### src/hdl/amx_pkg.sv
// Operation
// - a falling trigger edge raises the busy status output
// - busy stays high for the whole conversion
// - busy falls at conversion end; the new result is then readable
// - channel selection changes only on a rising channel-advance edge, or on busy rising instead when the CTRL tie bit is set
// - scan-mode input high selects automatic scan
// - in automatic scan the select pair gives the last channel; start is 0
// - automatic: advance edge with sequence reset low selects next channel
// - automatic: advance from the last channel wraps to channel 0
// - automatic: advance edge with sequence reset high forces channel 0
// - automatic: select pair is binary last channel, 00 to 11
// - scan-mode input low selects manual addressing
// - manual: each advance edge connects the addressed channel
// - manual: select pair addresses channels 0-3; sequence reset ignored
package amx_pkg;

	// ----------------------------------------
	// register map
	// ----------------------------------------
	localparam logic [7:0] AMX_OFS_CTRL     = 8'h00;
	localparam logic [7:0] AMX_OFS_STATUS   = 8'h04;
	localparam logic [7:0] AMX_OFS_RESULT   = 8'h08;
	localparam logic [7:0] AMX_OFS_INT_STAT = 8'h0c;
	localparam logic [7:0] AMX_OFS_INT_MASK = 8'h10;

	localparam int AMX_CTRL_TIE_BIT  = 0;
	localparam int AMX_INT_DONE_BIT  = 0;
	localparam int AMX_INT_CHAN_BIT  = 1;
	localparam int AMX_INT_W         = 2;

	localparam logic       AMX_CTRL_RST     = 1'h0;
	localparam logic [1:0] AMX_INT_MASK_RST = 2'h0;
	localparam logic [1:0] AMX_CHAN_RST     = 2'h0;

	// ----------------------------------------
	// timing
	// ----------------------------------------
	localparam int AMX_CLK_PERIOD_NS = 5;
	localparam int AMX_CONV_TIME_NS  = 650;
	localparam int AMX_CONV_CYC      =
		(AMX_CONV_TIME_NS + AMX_CLK_PERIOD_NS - 1) / AMX_CLK_PERIOD_NS;

	// ----------------------------------------
	// types
	// ----------------------------------------
	typedef struct packed {
		logic convTrigger;
		logic chanAdvClk;
		logic scanMode;
		logic chanSelHigh;
		logic chanSelLow;
		logic seqResetSel;
		logic csN;
		logic rdN;
	} amx_pins_t;

	typedef enum logic {AMX_IDLE, AMX_CONVERTING} amx_conv_t;

endpackage : amx_pkg

### src/hdl/amx_sequencer.sv
// Register access over APB and the register offsets were decided locally.
`timescale 1ns/100ps
`default_nettype none

module amx_sequencer
	import amx_pkg::*;
#(
	parameter int DATA_W = 18
) (
	input  wire logic              mclk,
	input  wire logic              sys_rst,
	input  wire amx_pins_t         pins,
	input  wire logic [DATA_W-1:0] sampleData,
	input  wire logic              psel,
	input  wire logic              penable,
	input  wire logic              pwrite,
	input  wire logic [7:0]        paddr,
	input  wire logic [31:0]       pwdata,
	output logic [31:0]            prdata,
	output logic                   pready,
	output logic                   pslverr,
	output logic                   busy,
	output logic [1:0]             chanSel,
	output logic [DATA_W-1:0]      dataOut,
	output logic                   dataOe,
	output logic                   irq
);

	// ----------------------------------------
	// pin synchronisers
	// ----------------------------------------
	amx_pins_t pinMeta_r;
	amx_pins_t pinSync_r;
	logic      trigPrev_r;
	logic      advPrev_r;

	always_ff @(posedge mclk) begin
		if (sys_rst) begin
			pinMeta_r <= '1;
			pinSync_r <= '1;
		end else begin
			pinMeta_r <= pins;
			pinSync_r <= pinMeta_r;
		end
	end

	// ----------------------------------------
	// registers and apb
	// ----------------------------------------
	logic                  tieAdv_r;
	logic [AMX_INT_W-1:0]  intStat_r;
	logic [AMX_INT_W-1:0]  intMask_r;
	logic [DATA_W-1:0]     result_r;
	logic [DATA_W-1:0]     sampleHold_r;
	amx_conv_t             convState_r;
	logic [7:0]            convCnt_r;
	logic                  apbAccess;
	logic                  apbCommit;
	logic                  addrOk;
	logic [31:0]           rdMux;

	assign apbAccess = psel & penable;
	assign apbCommit = apbAccess & pready;

	always_comb begin
		addrOk = 1'b1;
		rdMux  = 32'h0;
		unique case (paddr)
			AMX_OFS_CTRL:     rdMux[0] = tieAdv_r;
			AMX_OFS_STATUS:   rdMux = {28'h0, pinSync_r.scanMode,
				chanSel, busy};
			AMX_OFS_RESULT:   rdMux[DATA_W-1:0] = result_r;
			AMX_OFS_INT_STAT: rdMux[AMX_INT_W-1:0] = intStat_r;
			AMX_OFS_INT_MASK: rdMux[AMX_INT_W-1:0] = intMask_r;
			default:          addrOk = 1'b0;
		endcase
	end

	always_ff @(posedge mclk) begin
		if (sys_rst) begin
			pready  <= 1'b0;
			pslverr <= 1'b0;
			prdata  <= 32'h0;
		end else if (apbAccess && !pready) begin
			pready  <= 1'b1;
			pslverr <= ~addrOk;
			prdata  <= pwrite ? 32'h0 : rdMux;
		end else begin
			pready  <= 1'b0;
			pslverr <= 1'b0;
		end
	end

	always_ff @(posedge mclk) begin
		if (sys_rst) begin
			tieAdv_r  <= AMX_CTRL_RST;
			intMask_r <= AMX_INT_MASK_RST;
		end else if (apbCommit && pwrite) begin
			if (paddr == AMX_OFS_CTRL)
				tieAdv_r <= pwdata[AMX_CTRL_TIE_BIT];
			if (paddr == AMX_OFS_INT_MASK)
				intMask_r <= pwdata[AMX_INT_W-1:0];
		end
	end

	// ----------------------------------------
	// conversion control
	// ----------------------------------------
	logic trigFall;
	logic convEnd;

	assign trigFall = trigPrev_r & ~pinSync_r.convTrigger;
	assign convEnd  = (convState_r == AMX_CONVERTING) && (convCnt_r == 8'h0);

	always_ff @(posedge mclk) begin
		if (sys_rst) begin
			trigPrev_r   <= 1'b1;
			convState_r  <= AMX_IDLE;
			convCnt_r    <= 8'h0;
			busy         <= 1'b0;
			sampleHold_r <= '0;
		end else begin
			trigPrev_r <= pinSync_r.convTrigger;
			unique case (convState_r)
				AMX_IDLE: begin
					if (trigFall) begin
						convState_r  <= AMX_CONVERTING;
						busy         <= 1'b1;
						convCnt_r    <= 8'(AMX_CONV_CYC - 1);
						sampleHold_r <= sampleData;
					end
				end
				AMX_CONVERTING: begin
					if (convEnd) begin
						convState_r <= AMX_IDLE;
						busy        <= 1'b0;
					end else begin
						convCnt_r <= convCnt_r - 8'h1;
					end
				end
			endcase
		end
	end

	always_ff @(posedge mclk) begin
		if (sys_rst)
			result_r <= '0;
		else if (convEnd)
			result_r <= sampleHold_r;
	end

	// ----------------------------------------
	// multiplexer sequencing
	// ----------------------------------------
	logic       advSrc;
	logic       advRise;
	logic [1:0] selPair;
	logic [1:0] chanNxt;

	assign advSrc  = tieAdv_r ? busy : pinSync_r.chanAdvClk;
	assign advRise = advSrc & ~advPrev_r;
	assign selPair = {pinSync_r.chanSelHigh, pinSync_r.chanSelLow};

	always_comb begin
		if (!pinSync_r.scanMode)
			chanNxt = selPair;
		else if (pinSync_r.seqResetSel)
			chanNxt = 2'h0;
		else if (chanSel >= selPair)
			chanNxt = 2'h0;
		else
			chanNxt = chanSel + 2'h1;
	end

	always_ff @(posedge mclk) begin
		if (sys_rst) begin
			advPrev_r <= 1'b1;
			chanSel   <= AMX_CHAN_RST;
		end else begin
			advPrev_r <= advSrc;
			if (advRise)
				chanSel <= chanNxt;
		end
	end

	// ----------------------------------------
	// parallel data bus
	// ----------------------------------------
	always_ff @(posedge mclk) begin
		if (sys_rst) begin
			dataOe  <= 1'b0;
			dataOut <= '0;
		end else begin
			dataOe  <= ~pinSync_r.csN & ~pinSync_r.rdN;
			dataOut <= result_r;
		end
	end

	// ----------------------------------------
	// interrupts
	// ----------------------------------------
	logic [AMX_INT_W-1:0] intSet;
	logic [AMX_INT_W-1:0] intClr;

	assign intSet = {advRise, convEnd};
	assign intClr = (apbCommit && pwrite && paddr == AMX_OFS_INT_STAT)
		? pwdata[AMX_INT_W-1:0] : '0;

	always_ff @(posedge mclk) begin
		if (sys_rst) begin
			intStat_r <= '0;
			irq       <= 1'b0;
		end else begin
			intStat_r <= (intStat_r & ~intClr) | intSet;
			irq       <= |(((intStat_r & ~intClr) | intSet) & intMask_r);
		end
	end
endmodule : amx_sequencer

`default_nettype wire

### config.mk
export PLATFORM = sky130hd
export DESIGN_NAME = amx_sequencer
export DESIGN_NICKNAME = d
export VERILOG_FILES = /design/src/hdl/amx_pkg.sv /design/src/hdl/amx_sequencer.sv
export SDC_FILE = /design/constraint.sdc
export NUM_CORES = 1
export LEC_CHECK = 0
export BUFFER_PORTS_ARGS = -buffer_cell sky130_fd_sc_hd__buf_2
export CORE_ASPECT_RATIO = 0.6
export CORE_MARGIN = 4
export CORE_UTILIZATION = 50
export DETAILED_ROUTE_END_ITERATION = 10
export PLACE_DENSITY = 0.85
export SETUP_SLACK_MARGIN = 0.4
export SLEW_MARGIN = 15
export SYNTH_ARGS = -nofsm -noshare
export SYNTH_HDL_FRONTEND = slang
export SYNTH_SLANG_ARGS = --single-unit
### constraint.sdc
create_clock -name mclk -period 2.8 [get_ports mclk]
set_input_delay 0.42 -clock mclk [delete_from_list [all_inputs] [get_ports mclk]]
set_output_delay 0.42 -clock mclk [all_outputs]
set_load 0.05 [all_outputs]
# Yosys cells after proc, flatten, opt, wreduce, memory -nomap -nowiden
# Index checks and enable logic that the tools add are counted.
# word_totals
register_bits,125
latchBits,0
ram_bits,0
romBits,0
in_bits,71
out_inout_bits,57
mem_count,0
# op_classes
n_addsub,2
n_mul,0
div_mod_pow,0
magnitude_cmp,1
eq_ne,7
shifts,0
muxes,20
bitwise_logic,16
n_reduce_logical,15
# ops
cell,n
$pmux W16 S2,1
$mux W18,1
$eq A8 B4 Y1 const B,2
$logic_not A8 Y1,2
$mux W8,2
$pmux W8 S2,1
$reduce_and A2 Y1,5
$eq A8 B3 Y1 const B,1
$eq A8 B5 Y1 const B,1
$mux W2,4
$sub A8 B1 Y8 const B,1
$mux W1,7
$not A1 Y1,7
$and A1 B1 Y1,5
$pmux W1 S5,1
$reduce_or A5 Y1,1
$and A2 B2 Y2,2
$logic_and A1 B1 Y1,4
$ne A2 B2 Y1 const B,2
$pmux W1 S2,2
$pmux W1 S4,1
$reduce_or A2 Y1,2
$add A2 B1 Y2 const B,1
$ge A2 B2 Y1,1
4 further kinds,4

# Longest topological paths before layout
# Gate-level depths: netlist of the first run.
# depth
word_depth,10
ltp_mapped,8

# Worst setup path before layout of the first run
# No wires, ideal clock.
# synth_path
kind,reg2reg
start,register convCnt_r[0]
end,register convCnt_r[6]
arrival_time_ps,1744
slack_ps,935
stages_incl_launch_ff,7
n_path_buf,0
path_cell_list,dfxtp_1 -> inv_1 -> ha_1 -> nor2b_1 -> a31oi_1 -> nor4b_1 -> mux2_2
# synth_between
elab_chain_cells,4
word_cells_on_any_way,7
cone_classes,1 x add/sub; 1 x eq/ne; 2 x mux; 3 x reduce/logical
# synth_lines
element,line_no,source
"start, declared",amx_sequencer.sv:56,logic [7:0] convCnt_r;
"start signal, assigned",amx_sequencer.sv:129,convCnt_r <= 8'(AMX_CONV_CYC - 1);
"start signal, assigned",amx_sequencer.sv:138,convCnt_r <= convCnt_r - 8'h1;
branches (longest 4 deep; another with $sub A8 B1 Y8),n/a,
# Several ways; the timed one is not identified. The select of a mux whose other input is x is not followed.
# A chain may end at the register's enable or synchronous reset.

# Worst setup path after layout of the first run
# Ends and elaborated chain as after synthesis.

==> reports/qor.log, run 1 <==
[critical_path] depth of the most critical reg-to-reg path 6
[worst_hold_path] path type of the worst min-delay path input pin to flop
[worst_hold_path] beginning of the worst hold path pins[0]
[grt] wire length of the first global-routing pass 14900 um
[timing] max-slew violation count 0
[detailed_routing] first drt pass iteration count 5
[detailed_routing] vias per cell 5.23
[timing] normalized max-slew margin 29.2%
[timing] highest attainable clock frequency 449 MHz
[logic_synthesis] number of flip-flops and latches in the synthesized netlist 111
[timing] final count of hold timing violations 0
[timing] setup repair after global routing missed its margin no
[detailed_routing] routed length per instance 14.6 um
[cts] count of cells resized by post-cts repair 0
[detailed_routing] wire length after detailed routing 9180 um
[logic_synthesis] Unique masters post-synth 46
[cts] worst skew pair latency 350 ps
[outcome] run status complete, no violations
[logic_synthesis] top post-synthesis cells by area sky130_fd_sc_hd__dfxtp_1 55%, sky130_fd_sc_hd__nand2_1 8.1%, sky130_fd_sc_hd__a21oi_1 5.2%, sky130_fd_sc_hd__nor2b_1 3.1%, sky130_fd_sc_hd__a22o_1 3.0%
[logic_synthesis] post-synthesis async set-or-reset flop share 0%
[detailed_routing] remaining number of nets flagged by the antenna check after routing 0
[floorplanning] IO Pins 128
[run] max-cap violation count 0
[grt] maximum number of pins on one net before global-route repair 36
[finish] final standard cell count with taps included and fillers excluded 629
[grt] number of global-route vias before repair 2982
[pwr] Pwr per Cell Area 658 mW/mm2
[pwr] leakage power figure 2.04 nW
[logic_synthesis] most area-hungry cell type in the Yosys netlist sky130_fd_sc_hd__dfxtp_1
[grt] number of antenna violations at the first check in global routing 0
[cts] CTS tree built
[logic_synthesis] mean area per synthesized cell 9.21 um2
[placement] DPL Wire Length 6480 um
[cts] CTS Buffer Depth 2
[floorplanning] floorplan die area 0.00966 mm2
[detailed_routing] Routed met1 length 4250 um
[detailed_routing] met2 routed WL 4170 um
[logic_synthesis] prevailing post-synth register cell sky130_fd_sc_hd__dfxtp_1
[floorplanning] site row count 25
[timing] TNS Setup 0 ps
[pwr] Worst IR Drop VDD 0.293 mV
[floorplanning] effective utilization at floorplan 51.4%
[critical_path] slowest stage cell on the critical path sky130_fd_sc_hd__a31oi_1
[logic_synthesis] area fraction of the dominant cell type after synthesis 54.8%
[critical_path] Critical Path AT 2460 ps
[floorplanning] die extent in y 77.7 um
[finish] Final Util 61.1%
[timing] min cycle time layout 2220 ps
[finish] share of cells above drive strength 1 24.4%
[finish] area of all placed cells without fillers 0.00482 mm2
[detailed_routing] highest metal used met4
[cts] clock buffers created by TritonCTS 9
[cts] number of post-CTS setup repair buffers 0
[floorplanning] Chip Width 124 um
[critical_path] required time of the critical path 3030 ps
[cts] CTS HTree Levels 3
[critical_path] cell class contributing the biggest share of worst-path delay simple AND/OR/NAND/NOR gates
[critical_path] cells along the critical path inv_1 > ha_1 > nor2b_1 > a31oi_1 > nor4b_1 > mux2_2
[finish] total number of nets in the final design 591
[worst_hold_path] Hold Path Stages 2
[placement] Post-DP Area 0.00450 mm2
[timing] pin slew with the least headroom to its limit 1060 ps
[detailed_routing] number of DRC violations after detailed routing 0
[placement] final estimated routing congestion in global placement 0.844
[logic_synthesis] warning count from the yosys run 0
[logic_synthesis] count of flip-flops with a built-in enable after synthesis 0
[logic_synthesis] sequential fraction of the synthesis area 54.8%
[worst_hold_path] Hold Path Sink pinMeta_r[0]
[placement] setup slack at placement 586 ps
[critical_path] Critical Path Max Stage Delay 500 ps
[logic_synthesis] Mapped Cells 440
[placement] count of input and output buffers 83
[critical_path] biggest fanout along the worst timing path 7
[floorplanning] area of the placeable core 0.00788 mm2
[cts] library cell used as clock root buffer sky130_fd_sc_hd__clkbuf_16
[critical_path] Crit path buffers/inverters 1
[placement] placed cell count 613
[cts] Post-CTS Hold Fix Bufs 0
[detailed_routing] sum of met3 wire segment lengths after detailed routing 664 um
[grt] residual overflow from global routing 0
[critical_path] type of origin of the critical path flop
[timing] endpoints failing setup 0
[finish] Inserted Diodes 0
[cts] # clock sinks 111
[grt] GRT Resource Usage Total 18.9%
[critical_path] type of the setup path with the least slack flop to flop
[timing] PnR worst setup slack 575 ps
[critical_path] endpoint class of the critical path flop
[detailed_routing] initial DRC count 384
[critical_path] FF-to-FF setup slack 580 ps
[critical_path] worst r2r src convCnt_r[0]
[timing] final worst path period share 79.5%
[detailed_routing] via count 3290
[critical_path] worst r2r dst convCnt_r[6]
[timing] setup clock skew after layout 11.2 ps
[finish] layout-stage area growth over the synthesis result 18.8%
[logic_synthesis] count leader, synth sky130_fd_sc_hd__dfxtp_1
[cts] clock transition at the registers of the reported paths 70 ps
[logic_synthesis] post-synthesis cell area 0.00405 mm2
[logic_synthesis] Post-synth top cells 111 x sky130_fd_sc_hd__dfxtp_1, 87 x sky130_fd_sc_hd__nand2_1, 42 x sky130_fd_sc_hd__a21oi_1
-- stage by stage --
step / total power, W / hold slack (ps)
floorplan: 0.00185 / 373
global placement: 0.00190 / 379
detailed placement: 0.00191 / 387
CTS: 0.00318 / 245
global route: 0.00328 / 242
finish: 0.00317 / 254
-- flip-flops by register name, indices dropped and copies added (netlist names) --
register / count
advPrev_r: 1
busy: 1
chanSel: 2
convCnt_r: 8
convState_r: 1
dataOe: 1
dataOut: 18
intMask_r: 2
intStat_r: 2
irq: 1
pinMeta_r: 8
pinSync_r: 8
prdata: 18
pready: 1
pslverr: 1
result_r: 18
sampleHold_r: 18
tieAdv_r: 1
trigPrev_r: 1
-- area by class of cell --
class	instances	area, um2
Clock buffer	9	225
Clock inverter	7	91.3
Fill cell	657	3070
Inverter	10	37.5
Multi-Input combinational cell	296	1650
Sequential cell	111	2220
Tap cell	108	135
Timing Repair Buffer	88	453
-- power by group --
| part | switching (W) | internal (W) | leakage [nW] |
|---|---|---|---|
| registers | 0.0000224 | 0.00161 | 0.900 |
| logic | 0.000171 | 0.0000749 | 0.986 |
| clock network | 0.000641 | 0.000649 | 0.152 |
-- per-layer routing --
layer | vias to the layer above | global-route usage, %
li1 | 1617 | -
met1 | 1528 | 25.5
met2 | 134 | 30.0
met3 | 11 | 6.19
met4 | 0 | 4.16
met5 | - | 0
-- cell families after synthesis --
family	after synthesis	synth area share [%]
simple gates	188	23.0
buf+inv	46	5.65
flops	111	54.8
compound gates	80	12.4
xor+xnor	1	0.216
other cells	1	0.0925
fa+ha+maj	4	1.23
mux	9	2.59
-- placed cells by master (no fill, tap or decap), drive strengths merged, types with 2 or more instances in the layout --
cell type and n:
inv 14, and4 2, clkinv 3, o41ai 2, nand2 87, o21ai 7, or2 17, a311oi 3
dfxtp 111, buf 88, mux2i 6, a21oi 42, a22o 14, nand3 2, nor3 12, clkbuf 9
and3 4, nor2 19, or3 2, mux2 2, conb 14, or3b 3, nand4 7, a211oi 2
a31oi 5, nand3b 4, ha 4, nand2b 3, nor2b 20
-- worst max-delay path by stage --
stage | from | end | slack [ps] | cells after the start
after floorplan | convCnt_r[0] | convCnt_r[6] | 940 | 6
after global placement | convCnt_r[0] | convCnt_r[6] | 800 | 6
after detailed placement | convCnt_r[0] | convCnt_r[6] | 590 | 6
after CTS | convCnt_r[0] | convCnt_r[6] | 570 | 6
after global routing | convCnt_r[0] | convCnt_r[6] | 460 | 6
final | convCnt_r[0] | convCnt_r[6] | 580 | 6
Note: power is estimated with default switching activity, not from simulation.
==> run 2: changes to the inputs <==
--- a/config.mk
+++ b/config.mk
@@ -5,12 +5,13 @@
 export SDC_FILE = /design/constraint.sdc
 export NUM_CORES = 1
 export LEC_CHECK = 0
+export ABC_AREA = 1
 export BUFFER_PORTS_ARGS = -buffer_cell sky130_fd_sc_hd__buf_2
 export CORE_ASPECT_RATIO = 0.6
 export CORE_MARGIN = 4
 export CORE_UTILIZATION = 50
 export DETAILED_ROUTE_END_ITERATION = 10
-export PLACE_DENSITY = 0.85
+export PLACE_DENSITY = 0.84
 export SETUP_SLACK_MARGIN = 0.4
 export SLEW_MARGIN = 15
 export SYNTH_ARGS = -nofsm -noshare
==> constraint.sdc (replaced) <==
create_clock -name mclk -period 2.2 [get_ports mclk]
set_input_delay 0.33 -clock mclk [delete_from_list [all_inputs] [get_ports mclk]]
set_output_delay 0.33 -clock mclk [all_outputs]
set_load 0.05 [all_outputs]
==> run 2 against run 1 <==
Synthesized cell count rose by 11%; die area increased by 1.1%; core utilization decreased by 0.12 points; first-iteration DRC count decreased by 33%; non-clock buffer count down 2; synthesized area is 1.2% higher; final area is 0.21% higher; clock skew up 0.66 ps; maximum frequency increased by 39%; sequential power rose by 29%; flip-flop and latch count is the same; critical endpoint is now result_r[17].
==> reports/qor.log, run 2 <==
[grt] number of global-route vias before repair 3269 [+9.6%]
[detailed_routing] initial DRC count 257 [-33%]
[worst_hold_path] Hold Path Stages 2 [unchanged]
[grt] number of antenna violations at the first check in global routing 0 [unchanged]
[critical_path] Critical Path AT 1820 ps [-640 ps]
[logic_synthesis] number of flip-flops and latches in the synthesized netlist 111 [unchanged]
[floorplanning] site row count 25 [unchanged]
[cts] Post-CTS Hold Fix Bufs 0 [unchanged]
[critical_path] endpoint class of the critical path flop
[finish] layout-stage area growth over the synthesis result 17.6%
[cts] clock buffers created by TritonCTS 9 [unchanged]
[logic_synthesis] most area-hungry cell type in the Yosys netlist sky130_fd_sc_hd__dfxtp_1
[pwr] Pwr per Cell Area 835 mW/mm2 [+27%]
[floorplanning] IO Pins 128 [unchanged]
[finish] final standard cell count with taps included and fillers excluded 676 [+7.5%]
[detailed_routing] vias per cell 4.96 [-5.3%]
[timing] final count of hold timing violations 0 [unchanged]
[outcome] run status complete, no violations
[logic_synthesis] top post-synthesis cells by area sky130_fd_sc_hd__dfxtp_1 54%, sky130_fd_sc_hd__nand2_1 7.6%, sky130_fd_sc_hd__a21oi_1 7.0%, sky130_fd_sc_hd__inv_1 4.1%, sky130_fd_sc_hd__nor2_1 3.7%
[cts] library cell used as clock root buffer sky130_fd_sc_hd__clkbuf_16
[critical_path] depth of the most critical reg-to-reg path 7 [+1]
[logic_synthesis] prevailing post-synth register cell sky130_fd_sc_hd__dfxtp_1
[cts] CTS tree built
[finish] most common cell after layout, fill and taps aside sky130_fd_sc_hd__dfxtp_1
[finish] share of cells above drive strength 1 23.8% [-0.61 points]
[timing] setup clock skew after layout 11.9 ps [+0.661 ps]
[logic_synthesis] count leader, synth sky130_fd_sc_hd__dfxtp_1
[finish] count of fill cells added during filler insertion 670 [+2.0%]
[detailed_routing] number of DRC violations after detailed routing 0 [unchanged]
[floorplanning] floorplan die area 0.00977 mm2 [+1.1%]
[cts] # clock sinks 111 [unchanged]
[timing] setup repair after global routing missed its margin no
[cts] CTS HTree Levels 3 [unchanged]
[grt] global routing met1 resource utilization 25.1% [-0.40 points]
[timing] TNS Setup 0 ps [unchanged]
[floorplanning] area of the placeable core 0.00791 mm2 [+0.40%]
[logic_synthesis] post-synthesis async set-or-reset flop share 0% [unchanged]
[run] max-cap violation count 0 [unchanged]
[detailed_routing] remaining number of nets flagged by the antenna check after routing 0 [unchanged]
[timing] min cycle time layout 1600 ps [-628 ps]
[placement] final estimated routing congestion in global placement 0.866 [+2.7%]
[floorplanning] effective utilization at floorplan 51.8% [+0.41 points]
[logic_synthesis] area fraction of the dominant cell type after synthesis 54.2% [-0.65 points]
[placement] count of input and output buffers 83 [unchanged]
[timing] final worst path period share 72.6% [-6.9 points]
[logic_synthesis] Post-synth top cells 111 x sky130_fd_sc_hd__dfxtp_1, 83 x sky130_fd_sc_hd__nand2_1, 57 x sky130_fd_sc_hd__a21oi_1
[detailed_routing] routed length per instance 13.4 um [-7.8%]
[floorplanning] die extent in y 78.2 um [+0.54%]
[timing] endpoints failing setup 0 [unchanged]
[detailed_routing] wire length after detailed routing 9090 um [-0.94%]
[pwr] leakage power figure 2.18 nW [+7.1%]
[logic_synthesis] warning count from the yosys run 0 [unchanged]
[grt] met2 track demand over resource in global routing 28.9% [-1.1 points]
[finish] total number of nets in the final design 638 [+8.0%]
[finish] Inserted Diodes 0 [unchanged]
[pwr] Worst IR Drop VDD 0.377 mV [+29%]
[worst_hold_path] path type of the worst min-delay path input pin to flop
[cts] clock transition at the registers of the reported paths 70 ps [about the same]
[logic_synthesis] Mapped Cells 487 [+11%]
[critical_path] biggest fanout along the worst timing path 39 [+32]
[critical_path] type of the setup path with the least slack flop to flop
[timing] highest attainable clock frequency 626 MHz [+39%]
[logic_synthesis] Unique masters post-synth 30 [-35%]
[cts] worst skew pair latency 350 ps [about the same]
[finish] commonest cells after routing, fill and taps aside 111 x sky130_fd_sc_hd__dfxtp_1, 83 x sky130_fd_sc_hd__nand2_1, 83 x sky130_fd_sc_hd__buf_2
[critical_path] cells along the critical path inv_1 > ha_1 > nand3_2 > nor3_4 > nand2_4 > o21ai_0 > a21oi_1
[cts] count of cells resized by post-cts repair 0 [unchanged]
[timing] max-slew violation count 0 [unchanged]
[detailed_routing] via count 3350 [+1.8%]
[logic_synthesis] post-synthesis cell area 0.00410 mm2 [+1.2%]
[critical_path] type of origin of the critical path flop
[floorplanning] Chip Width 125 um [+0.56%]
[grt] GRT Resource Usage Total 18.9% [-0.090 points]
[logic_synthesis] mean area per synthesized cell 8.42 um2 [-8.6%]
[cts] CTS Buffer Depth 2 [unchanged]
[placement] placed cell count 660 [+7.7%]
[cts] number of post-CTS setup repair buffers 0 [unchanged]
[logic_synthesis] count of flip-flops with a built-in enable after synthesis 0 [unchanged]
[grt] residual overflow from global routing 0 [unchanged]
[logic_synthesis] sequential fraction of the synthesis area 54.2% [-0.65 points]
[placement] DPL Wire Length 6470 um [-0.15%]
[grt] grt peak-use layer met2
[detailed_routing] first drt pass iteration count 4 [-1]
[grt] maximum number of pins on one net before global-route repair 68 [+89%]
[critical_path] required time of the critical path 2430 ps [-600 ps]
[grt] wire length of the first global-routing pass 15000 um [+0.79%]
[grt] Global Route met3 Usage 6.19% [about the same]
[finish] Final Util 61.0% [-0.12 points]
[critical_path] slowest stage cell on the critical path sky130_fd_sc_hd__dfxtp_1
[critical_path] Critical Path Max Stage Delay 300 ps [-200 ps]
[run 2: worst paths after layout]
path,from,end,slack (ps)
min reg2reg,pinSync_r[1],dataOe,390
max,convCnt_r[0],result_r[17],600
min,pins[3],pinMeta_r[3],160
max reg2reg,convCnt_r[0],result_r[17],600
[run 2: layer usage]
metal,share of wire [%],wire length [um]
met1,49,4500
met5,0,0
met3,7.1,645
met2,42,3790
met4,1.8,164
[run 2: final cells by class]
| cell class | count | area, um2 | share of cell area [%] |
|---|---|---|---|
| multi-input combinational | 300 | 1520 | 31.4 |
| tap | 108 | 135 | 2.80 |
| inverter | 55 | 208 | 4.30 |
| sequential | 111 | 2220 | 46.0 |
| clock inverter | 7 | 67.6 | 1.40 |
| timing repair buffer | 86 | 450 | 9.33 |
| clock buffer | 9 | 225 | 4.67 |
[run 2: kinds of logic after synthesis]
| group | Yosys count | share of synthesized area [%] |
|---|---|---|
| and+or+nand+nor | 176 | 19.0 |
| adders and majority gates | 4 | 1.22 |
| DFF | 111 | 54.2 |
| other | 1 | 0.0914 |
| buffers and inverters | 89 | 10.2 |
| AOI/OAI and AO/OA | 100 | 14.1 |
| muxes | 1 | 0.244 |
| xor gates and xnor gates | 5 | 1.07 |
[run 2: critical path: cells and delay by family (launching register included)]
| family | cells | cell delay [ps] |
|---|---|---|
| simple gates | 3 | 510 |
| compound gates | 2 | 340 |
| flops | 1 | 300 |
| fa+ha+maj | 1 | 190 |
| buf+inv | 1 | 130 |
[run 2: power breakdown]
| group | total (W) | switching [W] | leakage, nW | internal, W |
|---|---|---|---|---|
| logic | 0.000372 | 0.000266 | 1.14 | 0.000106 |
| clock network | 0.00156 | 0.000768 | 0.138 | 0.000793 |
| registers | 0.00210 | 0.0000269 | 0.902 | 0.00207 |
[run 2: through the flow]
step | cell area (um2) | hold slack (ps) | setup slack [ps] | total power [W]
final | 4830 | 159 | 604 | 0.00403
after global routing | 4830 | 156 | 457 | 0.00418
after floorplan | 4150 | 373 | 583 | 0.00243
after CTS | 4820 | 148 | 400 | 0.00405
after global placement | 4530 | 382 | 502 | 0.00250
after detailed placement | 4530 | 380 | 413 | 0.00251
